===== src/verilog/pcw_pkg.sv =====
package pcw_pkg;
	// I/O ports of the indexed register window
	localparam logic [9:0] PCW_INDEX_PORT    = 10'h022;
	localparam logic [9:0] PCW_DATA_PORT     = 10'h023;
	// Register index and reset value
	localparam logic [7:0] PCW_CFG_INDEX     = 8'h01;
	localparam logic [7:0] PCW_CFG_RESET     = 8'hc0;
	localparam logic [7:0] PCW_INDEX_RESET   = 8'h00;
	localparam logic [7:0] PCW_UNMAPPED_READ = 8'h00;
	// Field positions in peripheral_timing_config
	localparam int         PCW_REG_WS_LO     = 6;
	localparam int         PCW_DMA16_WS_LO   = 4;
	localparam int         PCW_DMA8_WS_LO    = 2;
	localparam int         PCW_EARLY_RD_BIT  = 1;
	localparam int         PCW_CLK_FULL_BIT  = 0;
	localparam int         PCW_WS_W          = 2;
	// Wait counter: code 0 gives one wait state
	localparam int         PCW_CNT_W         = 3;
	localparam logic [2:0] PCW_WS_BASE       = 3'h1;
	localparam logic [2:0] PCW_CNT_ZERO      = 3'h0;
	// Pin synchroniser lanes
	localparam int         PCW_PIN_N         = 3;
	localparam int         PCW_PIN_RD        = 0;
	localparam int         PCW_PIN_WR        = 1;
	localparam int         PCW_PIN_RDY       = 2;
	localparam logic [2:0] PCW_PIN_IDLE      = 3'h7;

	typedef enum logic [1:0] {
		PCW_IO_IDLE = 2'b00,
		PCW_IO_WAIT = 2'b01,
		PCW_IO_HOLD = 2'b10
	} pcw_io_state_t;
endpackage : pcw_pkg


===== src/verilog/pcw_wait_if.sv =====
`timescale 1ns/1ps
interface pcw_wait_if;
	logic       start;
	logic       tick;
	logic       ext_ready;
	logic [1:0] code;
	logic       busy;
	logic       done;

	modport ctrl (output start, output tick, output ext_ready, output code,
		input busy, input done);
	modport gen (input start, input tick, input ext_ready, input code,
		output busy, output done);
endinterface : pcw_wait_if


===== src/verilog/pcw_wait_gen.sv =====
`timescale 1ns/1ps
module pcw_wait_gen
	import pcw_pkg::*;
(
	// Clock and reset
	input wire logic clock,
	input wire logic rst,
	// Wait request and answer
	pcw_wait_if.gen  w
);
	logic [PCW_CNT_W-1:0] cnt_ff;
	logic                 busy_ff;
	logic                 done_ff;

	assign w.busy = busy_ff;
	assign w.done = done_ff;

	always_ff @(posedge clock or posedge rst) begin
		if (rst) begin
			cnt_ff  <= PCW_CNT_ZERO;
			busy_ff <= 1'b0;
			done_ff <= 1'b0;
		end else begin
			done_ff <= 1'b0;
			if (w.start) begin
				busy_ff <= 1'b1;
				// The tick that finds zero is the last wait, so code 0 gives one
				cnt_ff  <= {1'b0, w.code};
			end else if (busy_ff && w.tick) begin
				if (cnt_ff != PCW_CNT_ZERO) begin
					cnt_ff <= cnt_ff - PCW_WS_BASE;
				end else if (w.ext_ready) begin
					busy_ff <= 1'b0;
					done_ff <= 1'b1;
				end
			end
		end
	end
endmodule : pcw_wait_gen


===== src/verilog/pcw_timing_cfg.sv =====
`timescale 1ns/1ps
module pcw_timing_cfg
	import pcw_pkg::*;
(
	// Clock and reset
	input  wire logic       clock,
	input  wire logic       rst,
	// ISA I/O cycle from the host
	input  wire logic [9:0] io_addr,
	input  wire logic       io_rd_n,
	input  wire logic       io_wr_n,
	input  wire logic [7:0] io_data_in,
	output logic      [7:0] io_data_out,
	output logic            io_data_oe,
	// Open-drain bus ready line
	input  wire logic       iochrdy_in,
	output logic            iochrdy_out,
	output logic            iochrdy_oe,
	// DMA cycle control from the DMA subsystems
	input  wire logic       dma_start,
	input  wire logic       dma_16bit,
	input  wire logic       smemr_n,
	output logic            dma_busy,
	output logic            dma_done,
	output logic            dma_mem_read_strobe_n,
	// DMA clock enable and configuration view
	output logic            dma_clk_en,
	output logic            dma_clk_full,
	output logic      [7:0] timing_cfg
);
	import pcw_pkg::*;

	pcw_wait_if reg_w ();
	pcw_wait_if dma_w ();

	pcw_wait_gen u_reg_wait (
		.clock (clock),
		.rst   (rst),
		.w     (reg_w.gen)
	);

	pcw_wait_gen u_dma_wait (
		.clock (clock),
		.rst   (rst),
		.w     (dma_w.gen)
	);

	// Pin synchronisers, strobes and ready
	logic [PCW_PIN_N-1:0] pin_raw;
	logic [PCW_PIN_N-1:0] sync1_ff;
	logic [PCW_PIN_N-1:0] sync2_ff;
	logic [PCW_PIN_N-1:0] sync3_ff;
	logic [PCW_PIN_N-1:0] stable_ff;
	logic [PCW_PIN_N-1:0] stable_d_ff;

	assign pin_raw = {iochrdy_in, io_wr_n, io_rd_n};

	genvar gi;
	generate
		for (gi = 0; gi < PCW_PIN_N; gi++) begin : g_sync
			always_ff @(posedge clock or posedge rst) begin
				if (rst) begin
					sync1_ff[gi]    <= PCW_PIN_IDLE[gi];
					sync2_ff[gi]    <= PCW_PIN_IDLE[gi];
					sync3_ff[gi]    <= PCW_PIN_IDLE[gi];
					stable_ff[gi]   <= PCW_PIN_IDLE[gi];
					stable_d_ff[gi] <= PCW_PIN_IDLE[gi];
				end else begin
					sync1_ff[gi]    <= pin_raw[gi];
					sync2_ff[gi]    <= sync1_ff[gi];
					sync3_ff[gi]    <= sync2_ff[gi];
					stable_d_ff[gi] <= stable_ff[gi];
					// Glitch shorter than a cycle never reaches the stable view
					if (sync2_ff[gi] == sync3_ff[gi]) begin
						stable_ff[gi] <= sync3_ff[gi];
					end
				end
			end
		end
	endgenerate

	logic rd_fall;
	logic wr_fall;
	logic strobes_idle;
	logic hit_index;
	logic hit_data;
	logic bus_ready;

	assign rd_fall      = stable_d_ff[PCW_PIN_RD] && !stable_ff[PCW_PIN_RD];
	assign wr_fall      = stable_d_ff[PCW_PIN_WR] && !stable_ff[PCW_PIN_WR];
	assign strobes_idle = stable_ff[PCW_PIN_RD] && stable_ff[PCW_PIN_WR];
	assign hit_index    = (io_addr == PCW_INDEX_PORT);
	assign hit_data     = (io_addr == PCW_DATA_PORT);
	assign bus_ready    = stable_ff[PCW_PIN_RDY];

	// Indexed register file
	logic [7:0]    index_ff;
	logic [7:0]    cfg_ff;
	logic [7:0]    data_out_ff;
	logic          data_oe_ff;
	logic          rdy_oe_ff;
	logic          reg_start_ff;
	pcw_io_state_t io_state_ff;
	logic [7:0]    rd_value;

	always_comb begin
		rd_value = PCW_UNMAPPED_READ;
		if (hit_index) begin
			rd_value = index_ff;
		end else if (index_ff == PCW_CFG_INDEX) begin
			rd_value = cfg_ff;
		end
	end

	always_ff @(posedge clock or posedge rst) begin
		if (rst) begin
			index_ff     <= PCW_INDEX_RESET;
			cfg_ff       <= PCW_CFG_RESET;
			data_out_ff  <= PCW_UNMAPPED_READ;
			data_oe_ff   <= 1'b0;
			rdy_oe_ff    <= 1'b0;
			reg_start_ff <= 1'b0;
			io_state_ff  <= PCW_IO_IDLE;
		end else begin
			reg_start_ff <= 1'b0;
			case (io_state_ff)
				PCW_IO_IDLE: begin
					if ((rd_fall || wr_fall) && (hit_index || hit_data)) begin
						reg_start_ff <= 1'b1;
						rdy_oe_ff    <= 1'b1;
						io_state_ff  <= PCW_IO_WAIT;
						if (wr_fall && hit_index) begin
							index_ff <= io_data_in;
						end
						if (wr_fall && hit_data && index_ff == PCW_CFG_INDEX) begin
							cfg_ff <= io_data_in;
						end
						if (rd_fall) begin
							data_out_ff <= rd_value;
							data_oe_ff  <= 1'b1;
						end
					end
				end
				PCW_IO_WAIT: begin
					if (reg_w.done) begin
						rdy_oe_ff   <= 1'b0;
						io_state_ff <= PCW_IO_HOLD;
					end
				end
				PCW_IO_HOLD: begin
					// Keep driving read data until the host drops its strobe
					if (strobes_idle) begin
						data_oe_ff  <= 1'b0;
						io_state_ff <= PCW_IO_IDLE;
					end
				end
				default: begin
					rdy_oe_ff   <= 1'b0;
					data_oe_ff  <= 1'b0;
					io_state_ff <= PCW_IO_IDLE;
				end
			endcase
		end
	end

	// Register waits run every system clock and ignore the ready line
	assign reg_w.start     = reg_start_ff;
	assign reg_w.tick      = 1'b1;
	assign reg_w.ext_ready = 1'b1;
	assign reg_w.code      = cfg_ff[PCW_REG_WS_LO +: PCW_WS_W];

	// DMA clock divider with glitch-free selection
	logic div_ff;
	logic full_sel_ff;
	logic tick_ff;

	always_ff @(posedge clock or posedge rst) begin
		if (rst) begin
			div_ff      <= 1'b0;
			full_sel_ff <= 1'b0;
			tick_ff     <= 1'b0;
		end else begin
			div_ff <= ~div_ff;
			// Leave half rate only at the end of a whole halved period, leave full rate at once, so no short pulse
			if (full_sel_ff != cfg_ff[PCW_CLK_FULL_BIT] && (full_sel_ff || div_ff)) begin
				full_sel_ff <= cfg_ff[PCW_CLK_FULL_BIT];
				div_ff      <= 1'b0;
				tick_ff     <= 1'b0;
			end else begin
				tick_ff <= full_sel_ff | div_ff;
			end
		end
	end

	// DMA cycle wait states
	logic dma_start_ff;
	logic dma_16_ff;

	always_ff @(posedge clock or posedge rst) begin
		if (rst) begin
			dma_start_ff <= 1'b0;
			dma_16_ff    <= 1'b0;
		end else begin
			dma_start_ff <= dma_start && !dma_w.busy;
			if (dma_start && !dma_w.busy) begin
				dma_16_ff <= dma_16bit;
			end
		end
	end

	assign dma_w.start     = dma_start_ff;
	assign dma_w.tick      = tick_ff;
	assign dma_w.ext_ready = bus_ready;
	assign dma_w.code      = dma_16_ff ? cfg_ff[PCW_DMA16_WS_LO +: PCW_WS_W]
		: cfg_ff[PCW_DMA8_WS_LO +: PCW_WS_W];

	// DMA memory-read strobe timing
	logic smemr_late_n_ff;
	logic strobe_n_ff;
	logic dma_busy_ff;
	logic dma_done_ff;

	always_ff @(posedge clock or posedge rst) begin
		if (rst) begin
			smemr_late_n_ff <= 1'b1;
			strobe_n_ff     <= 1'b1;
			dma_busy_ff     <= 1'b0;
			dma_done_ff     <= 1'b0;
		end else begin
			dma_busy_ff <= dma_w.busy || dma_start_ff;
			dma_done_ff <= dma_w.done;
			// Late copy follows on DMA clock; release is never delayed
			if (smemr_n) begin
				smemr_late_n_ff <= 1'b1;
			end else if (tick_ff) begin
				smemr_late_n_ff <= 1'b0;
			end
			if (cfg_ff[PCW_EARLY_RD_BIT]) begin
				strobe_n_ff <= smemr_n;
			end else begin
				strobe_n_ff <= smemr_n | smemr_late_n_ff;
			end
		end
	end

	assign io_data_out           = data_out_ff;
	assign io_data_oe            = data_oe_ff;
	assign iochrdy_out           = 1'b0;
	assign iochrdy_oe            = rdy_oe_ff;
	assign dma_busy              = dma_busy_ff;
	assign dma_done              = dma_done_ff;
	assign dma_mem_read_strobe_n = strobe_n_ff;
	assign dma_clk_en            = tick_ff;
	assign dma_clk_full          = full_sel_ff;
	assign timing_cfg            = cfg_ff;
endmodule : pcw_timing_cfg


===== config.mk =====
export PLATFORM = sky130hd
export DESIGN_NAME = pcw_timing_cfg
export DESIGN_NICKNAME = d
export VERILOG_FILES = /design/src/verilog/pcw_pkg.sv /design/src/verilog/pcw_wait_if.sv /design/src/verilog/pcw_wait_gen.sv /design/src/verilog/pcw_timing_cfg.sv
export SDC_FILE = /design/constraint.sdc
export NUM_CORES = 1
export LEC_CHECK = 0
export BUFFER_PORTS_ARGS = -buffer_cell sky130_fd_sc_hd__buf_2
export CAP_MARGIN = 20
export CORE_UTILIZATION = 49
export DETAILED_ROUTE_END_ITERATION = 6
export PLACE_DENSITY = 0.77
export SKIP_LAST_GASP = 1
export SYNTH_ARGS = -nofsm -noshare
export SYNTH_HDL_FRONTEND = slang
export SYNTH_SLANG_ARGS = --single-unit

===== constraint.sdc =====
create_clock -name clock -period 1.9 [get_ports clock]
set_input_delay 0.19 -clock clock [delete_from_list [all_inputs] [get_ports clock]]
set_output_delay 0.19 -clock clock [all_outputs]
set_load 0.05 [all_outputs]

==> key figures <==
Layout
  – Layout overhead on the synthesized area: 25.5%
  – Net count of the finished layout: between 300 and 400
  – Design area: about 3300 sq um
  – Antenna Diode Count: 0
  – FF+latch area: about 1600 sq um
  – Total area of multi-input combinational cells: roughly 930 sq um
  – Filler instances: 402
  – Fraction of final layout cells sized beyond drive strength 1: between 40% and 50%

Run status
  – Violations in the final reports: negative setup slack
  – Result of the run: finished with violations

Yosys
  – Post-Syn Area: approximately 2600 sq um
  – Synthesis Warnings: 0
  – Most instantiated flip-flop cell in the synthesis netlist: dfrtp_1
  – Synth Register Bits: 62
  – Biggest area contributors in the synthesized netlist: dfrtp_1 42%, dfstp_2 18%, mux2_2 5.2%
  – Async S/R FF share, synth: 100%
  – Area fraction of the dominant cell type after synthesis: 42.5%
  – Most numerous cell in the Yosys netlist: dfrtp_1
  – Synth Net Count: roughly 230
  – Cell taking the most area after synthesis: dfrtp_1
  – Fraction of the yosys area taken by sequential cells: between 60% and 70%
  – List of most frequent post-synthesis cells: 44 x dfrtp_1, 19 x inv_1, 18 x dfstp_2
  – Avg Inst Size Synth: roughly 13 sq um
  – Post-synthesis cell type count: 37
  – Number of enable flip-flop cells after synthesis: 0
  – Cells after Synth: between 200 and 250

STA
  – Post-route setup slack: -0.103 ns
  – Final setup violating endpoints: 8
  – Peak clock frequency supported by timing: roughly 0.5 GHz
  – Final worst clock skew: ~0.0057 ns
  – Unrepaired setup endpoints after global routing: true
  – Total count of max-transition violations in the final report: 0
  – Count of endpoints failing hold in the final timing report: 0
  – Shortest period the worst path allows: 2.00 ns
  – Final Cycle Share: 105%

Global routing
  – Global-route wire length before repair: between 8000 and 9000 microns
  – Aggregate global-route resource usage: 21.3%
  – Sum of overflow across all layers after global routing: 0
  – Number of antenna violations at the first check in global routing: 0
  – Number of global-route vias before repair: between 1500 and 2000
  – Pin count of the biggest net entering global routing: 63

Clocking
  – Number of buffers added by the clock tree synthesis step: 9
  – Clock Tree Buf Depth: 2
  – Clock tree sinks: 62
  – Clock latency of the later-clocked register in the worst-skew pair: between 0.3 and 0.4 ns
  – Clock edge transition at the registers on the reported setup and hold paths: roughly 0.07 ns
  – TritonCTS clock tree: yes
  – H-tree level count: 3
  – Clock root buffer: clkbuf_8

Floorplan
  – Initial Util: between 50% and 60%
  – Boundary pin count: 50
  – Core Box Area: about 5000 sq um
  – Total number of placement rows: 26
  – Chip Width: approximately 75 microns
  – Area enclosed by the die boundary: between 5000 and 6000 sq um
  – Die height: approximately 75 microns

Detailed routing
  – Overall via count from detail_route: between 1500 and 2000
  – Antenna Violating Nets Remaining: 0
  – DRC violation count after routing: 0
  – Routed Wire Length: around 5300 microns
  – WL/cell: approximately 15 microns
  – Via density per instance: 5.18
  – Number of DRC markers after the initial detailed-route iteration: about 130
  – Number of iterations in the first detailed-routing pass: 4

Pwr
  – Power density over the cells: 803 nW/um^2
  – Seq pwr share: 54.7%
  – Static Leak: roughly 1.6 nW
  – Relative contribution of combinational cells to total power: 6.3%
  – Switching share of power: between 20% and 30%
  – Int Power: approximately 0.002 W
  – Clock Power Share: about two fifths
  – Maximum ir drop on the vdd rail: 0.000354 V
  – Power spent charging and discharging nets: 0.000609 W

Min path
  – Hold EP: smemr_late_n_ff
  – Hold Crit Start: smemr_n
  – Class of the tightest hold or removal check: input port to register
  – Worst hold stages: 2

Critical path
  – Endpoint type of the worst setup path: register
  – Launch point of the worst reg-to-reg path: index_ff[1]
  – R2r endpoint: timing_cfg[1]
  – Data arrival time of the critical path: between 2 and 2.5 ns
  – Depth of the worst register-to-register path: 5
  – Worst setup SP type: register
  – Setup CP Type: register to register
  – Maximum fanout count along the critical path: 3
  – WP data required: roughly 2.1 ns
  – Register-to-register setup slack: -0.10 ns

Placement
  – Number of buffer cells added on primary ports: 48
  – Half-perimeter wire length of the detailed placement result: between 3000 and 4000 microns
  – Cell Area, Placed: 3020 sq um
  – Routability cong.: 0.789
  – Placement Setup Slack: -0.0762 ns

Run
  – Max-capacitance violation count: 0
-- routing by layer --
metal / global-route usage [%] / vias up / share of wire, %
met2: 31.1 / 55 / 47
met4: 10.5 / 0 / 1.7
met3: 5.62 / 8 / 5.4
met5: 0 / - / 0
li1: - / 852 / -
met1: 29.6 / 907 / 46
-- layout make-up --
type,count,area share [%]
inverters,19,2.19
repair buffers,68,12.9
clock inverters,1,0.154
multi-input cells,117,28.6
clock buffers,15,5.11
flip-flops and latches,62,48.4
well taps,70,2.69
-- flip-flops by register name, indices dropped and copies added (netlist names), 3 cells and up --
register and cells:
sync2_ff 3, timing_cfg 8, sync1_ff 3, io_data_out 8, u_dma_wait.cnt_ff 3, index_ff 8
u_reg_wait.cnt_ff 3, sync3_ff 3
-- cell families after synthesis --
group                    Yosys count  share of synthesized area, %
AO/OA/AOI/OAI                     28                          8.10
AND/OR/NAND/NOR                   55                          12.5
buffers and inverters             23                          3.47
multiplexers                      23                          11.0
flip-flops                        62                          60.7
other                              1                         0.145
XOR/XNOR                           3                          1.01
adder cells (fa/ha/maj)            7                          3.09
-- metrics by stage --
step / power [W] / hold slack [ns] / TNS, ns / utilization [%] / instances
6_report: 0.00261 / 0.0566 / -0.749 / 63.7 / 352
5_1_grt: 0.00272 / 0.0570 / -1.26 / 63.7 / 352
4_1_cts: 0.00264 / 0.0424 / -0.805 / 63.6 / 351
3_5_place_dp: 0.00161 / 0.277 / -0.553 / 59.1 / 330
3_3_place_gp: 0.00161 / 0.272 / -0.193 / 59.1 / 330
2_1_floorplan: 0.00154 / 0.194 / -0.659 / - / 202
-- cell usage in the layout, fill, tap and decap left out, types with 6 or more instances in the layout --
cell type,n
and3_1,8
buf_2,48
buf_4,13
clkbuf_8,11
dfrtp_1,44
dfstp_2,18
inv_1,18
mux2_2,12
mux2_4,8
nand2_1,15
nor2_1,10
o2111ai_1,8
o21ai_0,6
o22a_1,8
-- timing repair --
action | 4_1_cts | 5_1_grt
setup endpoints to repair | 8 | 8
setup buffers | 1 | 1
hold endpoints to repair | 47 | 0
pin swaps | 1 | 2
hold buffers | 4 | 0
gates resized for setup | 2 | 0
-- power by group through the flow --
stage	logic (W)	clock network, W	registers, W
2_1_floorplan	0.0000775	0	0.00147
3_3_place_gp	0.000156	0	0.00145
3_5_place_dp	0.000159	0	0.00145
4_1_cts	0.000166	0.00104	0.00143
5_1_grt	0.000181	0.00110	0.00144
6_report	0.000164	0.00102	0.00143
-- worst max path at each step --
| stage | end | start | cells after the start |
|---|---|---|---|
| 6_report | timing_cfg[1] | index_ff[1] | 5 |
| 2_1_floorplan | timing_cfg[0] | index_ff[2] | 4 |
| 4_1_cts | timing_cfg[1] | index_ff[5] | 5 |
| 3_3_place_gp | timing_cfg[3] | index_ff[2] | 5 |
| 3_5_place_dp | timing_cfg[1] | io_addr[7] | 6 |
| 5_1_grt | timing_cfg[3] | index_ff[1] | 5 |
-- worst max-delay path, stage by stage, from the launching register on --
cell     delay, ns
dfrtp_1       0.39
or4b_4        0.55
nor3_2        0.16
nor3b_4       0.32
buf_6         0.17
mux2_4        0.29
Power figures use the tool's default switching activity.
